### config.mk
export PLATFORM = sky130hd
export DESIGN_NAME = kpsd_top
export DESIGN_NICKNAME = d
export VERILOG_FILES = /design/src/hdl/kpsd_pkg.sv /design/src/hdl/kpsd_top.sv /design/src/hdl/kpsd_debounce.sv
export SDC_FILE = /design/constraint.sdc
export NUM_CORES = 1
export LEC_CHECK = 0
export BUFFER_PORTS_ARGS = -buffer_cell sky130_fd_sc_hd__buf_4
export CELL_PAD_IN_SITES_DETAIL_PLACEMENT = 0
export CELL_PAD_IN_SITES_GLOBAL_PLACEMENT = 1
export CORE_ASPECT_RATIO = 0.9
export CORE_MARGIN = 2
export CORE_UTILIZATION = 41
export CTS_CLUSTER_DIAMETER = 120
export DETAILED_ROUTE_END_ITERATION = 8
export PLACE_DENSITY_LB_ADDON = 0.2
export SYNTH_ARGS = -nofsm -noshare
export SYNTH_HDL_FRONTEND = slang
export SYNTH_HIERARCHICAL = 1
export SYNTH_SLANG_ARGS = --single-unit
### constraint.sdc
create_clock -name clk_i -period 3.2 [get_ports clk_i]
set_clock_uncertainty 0.15 [all_clocks]
set_input_delay 0.8 -clock clk_i [delete_from_list [all_inputs] [get_ports clk_i]]
set_output_delay 0.8 -clock clk_i [all_outputs]
set_load 0.1 [all_outputs]
### src/hdl/kpsd_pkg.sv
package kpsd_pkg;

  // ----------------------------------------------------------------
  // Register map: byte address is index*4, low six index bits decoded
  // ----------------------------------------------------------------
  localparam logic [7:0] IDX_TIMING_CONFIG  = 8'hD3;
  localparam logic [7:0] IDX_CONTROL_STATUS = 8'hD4;
  localparam logic [7:0] IDX_KEY_COLUMN     = 8'hD5;
  localparam logic [7:0] IDX_KEY_ROW        = 8'hD6;
  localparam int         ADDR_LSB           = 2;

  localparam logic [7:0] RST_TIMING_CONFIG  = 8'h00;
  localparam logic [7:0] RST_CONTROL_STATUS = 8'h00;

  // ----------------------------------------------------------------
  // Field positions
  // ----------------------------------------------------------------
  localparam int DBT_LSB        = 2;
  localparam int DBT_MSB        = 7;
  localparam int SCT_LSB        = 0;
  localparam int SCT_MSB        = 1;
  localparam int BIT_CLK_LEVEL  = 3;
  localparam int BIT_AUTO_SCAN  = 2;
  localparam int BIT_DETECT     = 1;
  localparam int BIT_IRQ_ENABLE = 0;

  // ----------------------------------------------------------------
  // Timing
  // ----------------------------------------------------------------
  localparam int CLK_HZ        = 40_000_000;
  localparam int TICK_HZ       = 1_000;
  localparam int TICK_CYCLES   = CLK_HZ / TICK_HZ;
  localparam int DBT_STEP_MS   = 4;
  localparam int DBT_MAX_STEPS = 64;
  localparam int SCT_MAX_MS    = 4;

  // ----------------------------------------------------------------
  // Carried types
  // ----------------------------------------------------------------
  typedef struct packed {
    logic [5:0] debounce_interval;
    logic [1:0] scan_interval;
  } kpsd_timing_t;

  typedef enum logic [1:0] {
    SCAN_DRIVE  = 2'b00,
    SCAN_SETTLE = 2'b01,
    SCAN_CHECK  = 2'b10
  } kpsd_scan_state_t;

endpackage : kpsd_pkg

### src/hdl/kpsd_top.sv
`timescale 1ns/1ps

// What this block does
// [RULE1] The debounce interval is a 6-bit count of 4 ms steps, with zero meaning 256 ms.
// [RULE2] Both presses and releases must hold for the debounce interval before being accepted.
// [RULE3] A 2-bit scan field sets the delay between checking keys, from 1 to 4 ms, code 01 being 1 ms.
// [RULE4] Code 10 is 2 ms, code 11 is 3 ms and code 00 is 4 ms.
// [RULE5] The control/status register shows the live keypad clock level when read.
// [RULE6] With auto scan enabled the block scans the matrix on its own.
// [RULE7] With auto scan disabled software drives and samples the matrix itself.
// [RULE8] In auto scan a debounced press sets the key-detect flag and raises the interrupt.
// [RULE9] In auto scan the pressed key's column and row are stored for software.
// [RULE10] In bypass a falling row edge after all rows were high sets the flag, with no debounce.
// [RULE11] Any read of the control/status register clears the key-detect flag; a read in the same cycle as a new detect leaves it set here.
// [RULE12] In bypass the row edge detector works with the keypad tick stopped.
// [RULE13] The flag reaches the interrupt output only while the interrupt enable bit is set.
// [RULE14] The flag is set even while the interrupt enable is clear.
module kpsd_top
#(
  parameter int ROWS = 4,                           // Row inputs
  parameter int COLS = 4,                           // Column drivers
  parameter int TICK_CYCLES = kpsd_pkg::TICK_CYCLES // Clocks per 1 ms tick
)
(
  input  wire logic            clk_i,       // 40 MHz clock
  input  wire logic            rst_i,       // Sync reset, active high
  input  wire logic            tick_run_i,  // Keypad 1 kHz clock enabled
  input  wire logic [7:0]      adr_i,       // Wishbone byte address
  input  wire logic [31:0]     dat_i,       // Wishbone write data
  input  wire logic [3:0]      sel_i,       // Wishbone byte select
  input  wire logic            we_i,        // Wishbone write enable
  input  wire logic            cyc_i,       // Wishbone cycle
  input  wire logic            stb_i,       // Wishbone strobe
  output logic [31:0]          dat_o,       // Wishbone read data
  output logic                 ack_o,       // Wishbone acknowledge
  output logic                 err_o,       // Wishbone error, unmapped
  input  wire logic [ROWS-1:0] row_i,       // Row lines, low when pressed
  output logic [COLS-1:0]      col_o,       // Column drive, low active
  output logic [COLS-1:0]      col_oe_o,    // Column output enables
  output logic                 irq_o,       // Key interrupt, active high
  output logic                 tick_level_o // Keypad clock level
);

  // ----------------------------------------------------------------
  // Parameter checks
  // ----------------------------------------------------------------
  initial
  begin
    if (ROWS < 1 || ROWS > 8 || COLS < 1 || COLS > 8 || TICK_CYCLES < 2)
      $error("kpsd_top: unsupported parameter values");
  end

  // ----------------------------------------------------------------
  // Registers and state
  // ----------------------------------------------------------------
  kpsd_pkg::kpsd_timing_t     timing;
  kpsd_pkg::kpsd_scan_state_t scan_state;
  logic        auto_scan_enable;
  logic        key_detect_flag;
  logic        key_detect_irq_enable;
  logic        keypad_clock_level;
  logic [31:0] tick_count;
  logic        tick;
  logic [2:0]  scan_ms;
  logic [2:0]  scan_limit;
  logic [2:0]  col_index;
  logic [7:0]  key_column;
  logic [7:0]  key_row;
  logic [ROWS-1:0] row_prev;
  logic        rows_all_high;
  logic        bypass_event;
  logic        press_seen;
  logic        raw_press;
  logic        db_stable;
  logic        db_rise;
  logic [7:0]  hit_col;
  logic [7:0]  hit_row;
  logic [7:0]  next_row_code;
  logic        access;
  logic        mapped;
  logic [5:0]  index;
  logic        status_read;

  assign access      = cyc_i && stb_i && !ack_o && !err_o;
  // Only six index bits reach the block, so the decode compares the low six
  // bits of each register index; the upper index bits are implied by the bus
  assign index       = adr_i[7:kpsd_pkg::ADDR_LSB];
  assign mapped      = index == kpsd_pkg::IDX_TIMING_CONFIG[5:0] || index == kpsd_pkg::IDX_CONTROL_STATUS[5:0]
                    || index == kpsd_pkg::IDX_KEY_COLUMN[5:0] || index == kpsd_pkg::IDX_KEY_ROW[5:0];
  assign status_read = access && !we_i && index == kpsd_pkg::IDX_CONTROL_STATUS[5:0];

  // ----------------------------------------------------------------
  // Keypad 1 kHz clock
  // ----------------------------------------------------------------
  // Tick stops with the clock; level toggles each half period
  always_ff @(posedge clk_i)
  begin
    if (rst_i || !tick_run_i)
    begin
      tick_count         <= 32'h0000_0000;
      tick               <= 1'b0;
      keypad_clock_level <= 1'b0;
    end
    else
    begin
      tick <= 1'b0;
      if (tick_count == 32'(TICK_CYCLES - 1))
      begin
        tick_count <= 32'h0000_0000;
        tick       <= 1'b1;
      end
      else
        tick_count <= tick_count + 32'h0000_0001;
      if (tick_count == 32'(TICK_CYCLES / 2 - 1) || tick_count == 32'(TICK_CYCLES - 1))
        keypad_clock_level <= !keypad_clock_level;
    end
  end

  always_ff @(posedge clk_i)
  begin
    if (rst_i)
      tick_level_o <= 1'b0;
    else
      tick_level_o <= keypad_clock_level;
  end

  // ----------------------------------------------------------------
  // Scan interval decode
  // ----------------------------------------------------------------
  // Code 00 wraps to the longest delay
  assign scan_limit = (timing.scan_interval == 2'h0) ? 3'(kpsd_pkg::SCT_MAX_MS)
                                                     : {1'b0, timing.scan_interval}; // [RULE3] [RULE4]

  // ----------------------------------------------------------------
  // Column scanner
  // ----------------------------------------------------------------
  // Parks on a pressed column so the debouncer sees a steady level
  always_ff @(posedge clk_i)
  begin
    if (rst_i || !auto_scan_enable)
    begin
      scan_state <= kpsd_pkg::SCAN_DRIVE;
      col_index  <= 3'h0;
      scan_ms    <= 3'h0;
    end
    else
    begin
      case (scan_state)
        kpsd_pkg::SCAN_DRIVE:
        begin
          scan_ms    <= 3'h0;
          scan_state <= kpsd_pkg::SCAN_SETTLE; // [RULE6]
        end
        kpsd_pkg::SCAN_SETTLE:
        begin
          if (tick)
          begin
            if (scan_ms + 3'h1 >= scan_limit)
              scan_state <= kpsd_pkg::SCAN_CHECK;
            else
              scan_ms <= scan_ms + 3'h1;
          end
        end
        kpsd_pkg::SCAN_CHECK:
        begin
          if (!press_seen && !db_stable)
          begin
            col_index <= (col_index == 3'(COLS - 1)) ? 3'h0 : col_index + 3'h1;
            scan_state <= kpsd_pkg::SCAN_DRIVE;
          end
        end
        default:
          scan_state <= kpsd_pkg::SCAN_DRIVE;
      endcase
    end
  end

  // Drive one column low at a time; bypass leaves the lines to software
  generate
    for (genvar c = 0; c < COLS; c++)
    begin : g_col
      always_ff @(posedge clk_i)
      begin
        if (rst_i)
        begin
          col_o[c]    <= 1'b1;
          col_oe_o[c] <= 1'b0;
        end
        else
        begin
          col_o[c]    <= !(auto_scan_enable && col_index == 3'(c));
          col_oe_o[c] <= auto_scan_enable; // [RULE7]
        end
      end
    end
  endgenerate

  assign press_seen = row_i != {ROWS{1'b1}};
  assign raw_press  = (scan_state == kpsd_pkg::SCAN_CHECK) && press_seen;

  // Row code: first low row in the driven column
  always_comb
  begin
    next_row_code = 8'h00;
    for (int r = ROWS - 1; r >= 0; r--)
      if (!row_i[r])
        next_row_code = 8'(r);
  end

  kpsd_debounce u_debounce
  (
    .clk_i    (clk_i),
    .rst_i    (rst_i || !auto_scan_enable),
    .tick_i   (tick),
    .raw_i    (raw_press),
    .steps_i  (timing.debounce_interval),
    .stable_o (db_stable),
    .rise_o   (db_rise)
  );

  // Capture location when the press is accepted
  always_ff @(posedge clk_i)
  begin
    if (rst_i)
    begin
      key_column <= 8'h00;
      key_row    <= 8'h00;
      hit_col    <= 8'h00;
      hit_row    <= 8'h00;
    end
    else
    begin
      if (raw_press)
      begin
        hit_col <= {5'h00, col_index};
        hit_row <= next_row_code;
      end
      if (db_rise)
      begin
        key_column <= hit_col; // [RULE9]
        key_row    <= hit_row;
      end
    end
  end

  // ----------------------------------------------------------------
  // Bypass row edge detect
  // ----------------------------------------------------------------
  // Runs on the system clock, not the keypad tick, so it works with the tick stopped
  always_ff @(posedge clk_i)
  begin
    if (rst_i)
      row_prev <= {ROWS{1'b1}};
    else
      row_prev <= row_i; // [RULE12]
  end

  assign rows_all_high = row_prev == {ROWS{1'b1}};
  assign bypass_event  = !auto_scan_enable && rows_all_high && press_seen; // [RULE10]

  // ----------------------------------------------------------------
  // Key-detect flag and interrupt
  // ----------------------------------------------------------------
  // Set wins over the read clear so no event is lost
  always_ff @(posedge clk_i)
  begin
    if (rst_i)
      key_detect_flag <= 1'b0;
    else if ((auto_scan_enable && db_rise) || bypass_event) // [RULE8] [RULE14]
      key_detect_flag <= 1'b1;
    else if (status_read)
      key_detect_flag <= 1'b0; // [RULE11]
  end

  always_ff @(posedge clk_i)
  begin
    if (rst_i)
      irq_o <= 1'b0;
    else
      irq_o <= key_detect_flag && key_detect_irq_enable; // [RULE13]
  end

  // ----------------------------------------------------------------
  // Wishbone slave
  // ----------------------------------------------------------------
  // Writes to control bits; the flag and clock level are read-only
  always_ff @(posedge clk_i)
  begin
    if (rst_i)
    begin
      timing                <= kpsd_pkg::kpsd_timing_t'(kpsd_pkg::RST_TIMING_CONFIG);
      auto_scan_enable      <= kpsd_pkg::RST_CONTROL_STATUS[kpsd_pkg::BIT_AUTO_SCAN];
      key_detect_irq_enable <= kpsd_pkg::RST_CONTROL_STATUS[kpsd_pkg::BIT_IRQ_ENABLE];
    end
    else if (access && we_i && sel_i[0])
    begin
      if (index == kpsd_pkg::IDX_TIMING_CONFIG[5:0])
        timing <= kpsd_pkg::kpsd_timing_t'(dat_i[7:0]);
      if (index == kpsd_pkg::IDX_CONTROL_STATUS[5:0])
      begin
        auto_scan_enable      <= dat_i[kpsd_pkg::BIT_AUTO_SCAN];
        key_detect_irq_enable <= dat_i[kpsd_pkg::BIT_IRQ_ENABLE];
      end
    end
  end

  // One-cycle answer; live clock level sampled on the read
  always_ff @(posedge clk_i)
  begin
    if (rst_i)
    begin
      ack_o <= 1'b0;
      err_o <= 1'b0;
      dat_o <= 32'h0000_0000;
    end
    else
    begin
      ack_o <= access && mapped;
      err_o <= access && !mapped;
      dat_o <= 32'h0000_0000;
      if (access && !we_i)
      begin
        case (index)
          kpsd_pkg::IDX_TIMING_CONFIG[5:0]:  dat_o[7:0] <= timing;
          kpsd_pkg::IDX_CONTROL_STATUS[5:0]:
          begin
            dat_o[kpsd_pkg::BIT_CLK_LEVEL]  <= keypad_clock_level; // [RULE5]
            dat_o[kpsd_pkg::BIT_AUTO_SCAN]  <= auto_scan_enable;
            dat_o[kpsd_pkg::BIT_DETECT]     <= key_detect_flag;
            dat_o[kpsd_pkg::BIT_IRQ_ENABLE] <= key_detect_irq_enable;
          end
          kpsd_pkg::IDX_KEY_COLUMN[5:0]:     dat_o[7:0] <= key_column;
          kpsd_pkg::IDX_KEY_ROW[5:0]:        dat_o[7:0] <= key_row;
          default:                      dat_o <= 32'h0000_0000;
        endcase
      end
    end
  end

endmodule : kpsd_top

### src/hdl/kpsd_debounce.sv
`timescale 1ns/1ps

// Holds a state until a new level stays stable for a whole interval
module kpsd_debounce
(
  input  wire logic       clk_i,     // System clock
  input  wire logic       rst_i,     // Sync reset, active high
  input  wire logic       tick_i,    // 1 ms tick
  input  wire logic       raw_i,     // Raw key-present level
  input  wire logic [5:0] steps_i,   // Interval in 4 ms steps, 0 = 64
  output logic            stable_o,  // Debounced level
  output logic            rise_o     // Pulse on accepted press
);

  localparam logic [8:0] ONE_MS = 9'h001;

  // Nine bits: the longest interval is 256 ms, which overflows a byte
  logic [8:0] elapsed;
  logic [8:0] limit;

  // Zero code stands for the longest interval
  assign limit = (steps_i == 6'h00) ? 9'(kpsd_pkg::DBT_MAX_STEPS * kpsd_pkg::DBT_STEP_MS)
                                    : 9'({3'h0, steps_i} * kpsd_pkg::DBT_STEP_MS); // [RULE1]

  // Both presses and releases must hold for the interval
  always_ff @(posedge clk_i)
  begin
    rise_o <= 1'b0;
    if (rst_i)
    begin
      stable_o <= 1'b0;
      elapsed  <= 9'h000;
    end
    else if (raw_i == stable_o)
      elapsed <= 9'h000;
    else if (tick_i)
    begin
      if (elapsed + ONE_MS >= limit)
      begin
        stable_o <= raw_i; // [RULE2]
        rise_o   <= raw_i;
        elapsed  <= 9'h000;
      end
      else
        elapsed <= elapsed + ONE_MS;
    end
  end

endmodule : kpsd_debounce

==> report_table.html <==
<table>
<tr><th>Metric</th><th>Value</th></tr>
<tr><th colspan="2">Pwr</th></tr>
<tr><td>Int Pwr</td><td>~1.9 mW</td></tr>
<tr><td>P_sw</td><td>~600 uW</td></tr>
<tr><td>Power density of the placed cells</td><td>between 400 and 500 nW/um^2</td></tr>
<tr><td>Total chip power</td><td>around 2.5 mW</td></tr>
<tr><td>Part of the total power dissipated in sequential elements</td><td>0.478</td></tr>
<tr><td>Leak</td><td>approximately 2.0 nW</td></tr>
<tr><td>Power share of the clock group</td><td>0.444</td></tr>
<tr><td>Gate power share</td><td>0.078</td></tr>
<tr><td>Switching share of power</td><td>0.242</td></tr>
<tr><td>Max VDD drop</td><td>a little under 0.3 mV</td></tr>
<tr><th colspan="2">Critical path</th></tr>
<tr><td>Cell with the most instances on the worst path</td><td>ha_1</td></tr>
<tr><td>Crit path required time</td><td>3.31 ns</td></tr>
<tr><td>CP max stage delay</td><td>about 0.44 ns</td></tr>
<tr><td>Register-to-Register Setup Slack</td><td>between 0.4 and 0.5 ns</td></tr>
<tr><td>Worst-path fanout max</td><td>6</td></tr>
<tr><td>Critical-path cell with the highest stage delay</td><td>dfxtp_1</td></tr>
<tr><td>Launching element type of the critical path</td><td>flip-flop</td></tr>
<tr><td>Arr. time, crit path</td><td>approximately 2.9 ns</td></tr>
<tr><td>Critical register-to-register path startpoint</td><td>u_debounce/elapsed[0]$_SDFFE_PP0P_</td></tr>
<tr><td>Number of cell instances on the worst register-to-register path</td><td>9</td></tr>
<tr><td>Reg2reg end</td><td>u_debounce/elapsed[0]$_SDFFE_PP0P_</td></tr>
<tr><td>Sort of element at the end of the critical path</td><td>flip-flop</td></tr>
<tr><td>Crit Path Class</td><td>reg -&gt; reg</td></tr>
<tr><td>Worst path cell trace</td><td>ha_1 &gt; nand3_1 &gt; nor3_1 &gt; xor2_1 &gt; ha_1 &gt; and2_2 &gt; a221oi_4 &gt; o211ai_2 &gt; o31ai_2</td></tr>
<tr><th colspan="2">Yosys</th></tr>
<tr><td>Synth top cells by count</td><td>95 x dfxtp_1, 73 x nor2_1, 37 x nand2_1</td></tr>
<tr><td>Share of flip-flops with an asynchronous set or reset after synthesis</td><td>0</td></tr>
<tr><td>Post-synth EDFFs</td><td>0</td></tr>
<tr><td>Dominant synthesized flop cell</td><td>dfxtp_1</td></tr>
<tr><td>Synth warn</td><td>6</td></tr>
<tr><td>Post-Syn Area per Cell</td><td>~8.9 sq um</td></tr>
<tr><td>Top-area cell type share of the netlist area</td><td>0.415</td></tr>
<tr><td>Count of mapped cells out of synthesis</td><td>between 500 and 600</td></tr>
<tr><td>Cell taking the most area after synthesis</td><td>dfxtp_1</td></tr>
<tr><td>Biggest area contributors in the synthesized netlist</td><td>dfxtp_1 41%, nor2_1 6.0%, ha_1 4.9%, buf_4 4.4%, mux2i_1 4.4%</td></tr>
<tr><td>Most common cell in the netlist</td><td>dfxtp_1</td></tr>
<tr><td>Post-synthesis sequential area ratio</td><td>0.415</td></tr>
<tr><td>Seq cells post-synth</td><td>95</td></tr>
<tr><td>Distinct cells, synth</td><td>54</td></tr>
<tr><td>Post-synthesis instance area</td><td>roughly 4600 sq um</td></tr>
<tr><th colspan="2">Worst hold path</th></tr>
<tr><td>Hold Path Class</td><td>reg -&gt; reg</td></tr>
<tr><td>Worst Hold Path Cells</td><td>2</td></tr>
<tr><td>Hold-critical path endpoint</td><td>irq_o$_SDFF_PP0_</td></tr>
<tr><td>Launch point of the worst hold path</td><td>key_detect_irq_enable$_SDFFE_PP0P_</td></tr>
<tr><th colspan="2">Clocking</th></tr>
<tr><td>Number of gates resized after CTS</td><td>0</td></tr>
<tr><td>Clock slew at the register clock pins of the worst setup and hold paths</td><td>0.06 ns</td></tr>
<tr><td>Clock Path Buffers</td><td>2</td></tr>
<tr><td>TritonCTS Sinks</td><td>95</td></tr>
<tr><td>Maximum level of the CTS H-tree</td><td>3</td></tr>
<tr><td>CTS hold repair buffers</td><td>0</td></tr>
<tr><td>Number of buffers inserted during clock tree synthesis</td><td>9</td></tr>
<tr><td>Buffers inserted by post-CTS timing repair</td><td>0</td></tr>
<tr><td>Clock tree from TritonCTS</td><td>done</td></tr>
<tr><td>Clock latency of the later-clocked register in the worst-skew pair</td><td>approximately 0.34 ns</td></tr>
<tr><td>Clock root cell</td><td>clkbuf_16</td></tr>
<tr><th colspan="2">Timing</th></tr>
<tr><td>Setup repair after global routing missed its margin</td><td>false</td></tr>
<tr><td>Setup-failing EPs final</td><td>0</td></tr>
<tr><td>Final-layout setup total negative slack</td><td>0 ns</td></tr>
<tr><td>Remaining max-slew budget at the tightest pin</td><td>0.561</td></tr>
<tr><td>Final worst path period need</td><td>between 2 and 3 ns</td></tr>
<tr><td>Final worst path period share</td><td>0.860</td></tr>
<tr><td>Tightest Pin Transition</td><td>0.642 ns</td></tr>
<tr><td>Final slew viol count</td><td>0</td></tr>
<tr><td>Achievable frequency</td><td>~0.36 GHz</td></tr>
<tr><td>Count of final hold-check violations</td><td>0</td></tr>
<tr><th colspan="2">Die</th></tr>
<tr><td>Core Box Area</td><td>roughly 11000 sq um</td></tr>
<tr><td>Floorplan die width</td><td>~120 um</td></tr>
<tr><td>Row count</td><td>36</td></tr>
<tr><td>Y dimension of the die</td><td>104 um</td></tr>
<tr><td>Die Outline Area</td><td>~12000 sq um</td></tr>
<tr><td>Initial core utilization</td><td>0.422</td></tr>
<tr><td>Top-level I/O count</td><td>between 90 and 100</td></tr>
<tr><th colspan="2">Cells and area</th></tr>
<tr><td>Synth-to-Final Area Change</td><td>14.6%</td></tr>
<tr><td>Number of nets at the end of the flow</td><td>roughly 630</td></tr>
<tr><td>Fraction of layout cells with a size suffix above 1</td><td>0.149</td></tr>
<tr><td>N_diodes</td><td>0</td></tr>
<tr><th colspan="2">Outcome</th></tr>
<tr><td>Run status</td><td>complete, no violations</td></tr>
<tr><th colspan="2">Global routing</th></tr>
<tr><td>First-pass GRT wire length</td><td>around 16000 um</td></tr>
<tr><td>Antenna violations before repair</td><td>0</td></tr>
<tr><td>Global-route congestion overflow total</td><td>0</td></tr>
<tr><td>Pin count of the biggest net entering global routing</td><td>33</td></tr>
<tr><td>Overall routing resource usage</td><td>0.167</td></tr>
<tr><td>Via count of the first global-routing pass</td><td>roughly 3300</td></tr>
<tr><th colspan="2">Detailed routing</th></tr>
<tr><td>Count of TritonRoute iterations in the first routing pass</td><td>5</td></tr>
<tr><td>Total met2 wirelength after detailed routing</td><td>roughly 4000 um</td></tr>
<tr><td>DRC violation total after the first TritonRoute iteration</td><td>~160</td></tr>
<tr><td>Routed length per placed instance</td><td>13.1 um</td></tr>
<tr><td>Antenna viol nets, final</td><td>0</td></tr>
<tr><td>Post-route DRC</td><td>0</td></tr>
<tr><td>Wire length on met3</td><td>around 440 um</td></tr>
<tr><td>Wl on met1</td><td>about 4900 um</td></tr>
<tr><td>Final wirelength</td><td>~9400 um</td></tr>
<tr><td>Overall via count from detail_route</td><td>around 3600</td></tr>
<tr><td>Highest routed layer</td><td>met4</td></tr>
<tr><td>Vias per cell</td><td>slightly below 5</td></tr>
<tr><th colspan="2">Placed design</th></tr>
<tr><td>Final Wtd Congestion</td><td>0.799</td></tr>
<tr><td>Number of buffers inserted by port buffering</td><td>44</td></tr>
<tr><td>HPWL after detailed placement</td><td>between 6000 and 7000 um</td></tr>
<tr><th colspan="2">Flow run</th></tr>
<tr><td>Max_cap viols</td><td>0</td></tr>
</table>
[flip-flops by register name, indices dropped and copies added (netlist names), 2 cells and up]
name / count
u_debounce/elapsed: 9
col_index: 3
key_row: 2
col_o: 4
timing: 8
tick_count: 32
hit_row: 2
row_prev: 4
scan_state: 2
scan_ms: 3
key_column: 3
hit_col: 3
dat_o: 8
[worst max path at each step]
stage                                            start                            endpoint  slack, ns  depth (start not counted)
finish              u_debounce/elapsed[0]$_SDFFE_PP0P_  u_debounce/elapsed[0]$_SDFFE_PP0P_       0.45                          9
global placement    u_debounce/elapsed[0]$_SDFFE_PP0P_        u_debounce/rise_o$_SDFF_PP0_       0.46                          9
floorplan                                     adr_i[5]              timing[0]$_SDFFE_PP0P_       0.69                          6
CTS                 u_debounce/elapsed[0]$_SDFFE_PP0P_        u_debounce/rise_o$_SDFF_PP0_       0.42                          9
global route        u_debounce/elapsed[0]$_SDFFE_PP0P_  u_debounce/elapsed[0]$_SDFFE_PP0P_       0.21                          9
detailed placement  u_debounce/elapsed[0]$_SDFFE_PP0P_        u_debounce/rise_o$_SDFF_PP0_       0.44                          9
[cells in the final DEF, fill, tap and decap left out, drive strengths merged, types with 5 or more instances in the layout]
cell type	n
dfxtp	95
nor2	74
buf	49
nand2	37
conb	24
nand3	23
xor2	20
mux2i	20
inv	19
xnor2	19
ha	18
nand4	16
a21oi	13
clkbuf	13
nor4	12
nor3	12
o21ai	12
and3	10
nand2b	9
or2	8
and2	7
nor2b	6
or3	5
a31o	5
[per-stage QoR]
stage	utilization	std cells	setup slack, ns	hold slack, ns	cell area [sq um]
2_1_floorplan	-	541	0.688	0.269	4670
3_3_place_gp	0.456	700	0.465	0.296	4950
3_5_place_dp	0.456	700	0.445	0.308	4950
4_1_cts	0.484	715	0.421	0.321	5260
5_1_grt	0.484	715	0.206	0.341	5260
6_report	0.484	715	0.449	0.316	5260
[power by group through the flow]
stage | clock, mW | combinational, mW | sequential [mW]
floorplan | 0 | 0.180 | 1.22
global placement | 0 | 0.193 | 1.22
detailed placement | 0 | 0.194 | 1.22
CTS | 1.14 | 0.194 | 1.19
global route | 1.20 | 0.204 | 1.19
finish | 1.11 | 0.194 | 1.19
[worst max-delay path: cells and delay by family, from the launching register on]
family,cells,cell delay [ns]
flip-flops,1,0.44
AO/OA/AOI/OAI,3,0.71
AND/OR/NAND/NOR,3,0.60
adder cells (fa/ha/maj),2,0.54
XOR/XNOR,1,0.25
[cell type report]
type                       count  area, sq um
timing repair buffer          49          368
clock inverter                 2         38.8
inverter                      19         71.3
clock buffer                  13          270
sequential                    95         1900
fill                        1051         5600
multi-input combinational    385         2410
tap                          152          190
[logic make-up after synthesis]
group                    synth area share
multiplexers                       0.0437
buffers and inverters              0.0772
other                            0.000818
XOR/XNOR                           0.0745
AND/OR/NAND/NOR                     0.260
adder cells (fa/ha/maj)            0.0491
flip-flops                          0.415
AO/OA/AOI/OAI                      0.0800
[metal layers]
| layer | vias up | global-route usage |
|---|---|---|
| met1 | 1661 | 0.252 |
| met4 | 0 | 0.0542 |
| met5 | - | 0 |
| li1 | 1809 | - |
| met2 | 73 | 0.227 |
| met3 | 8 | 0.0455 |
Note: power is estimated with default switching activity, not from simulation.
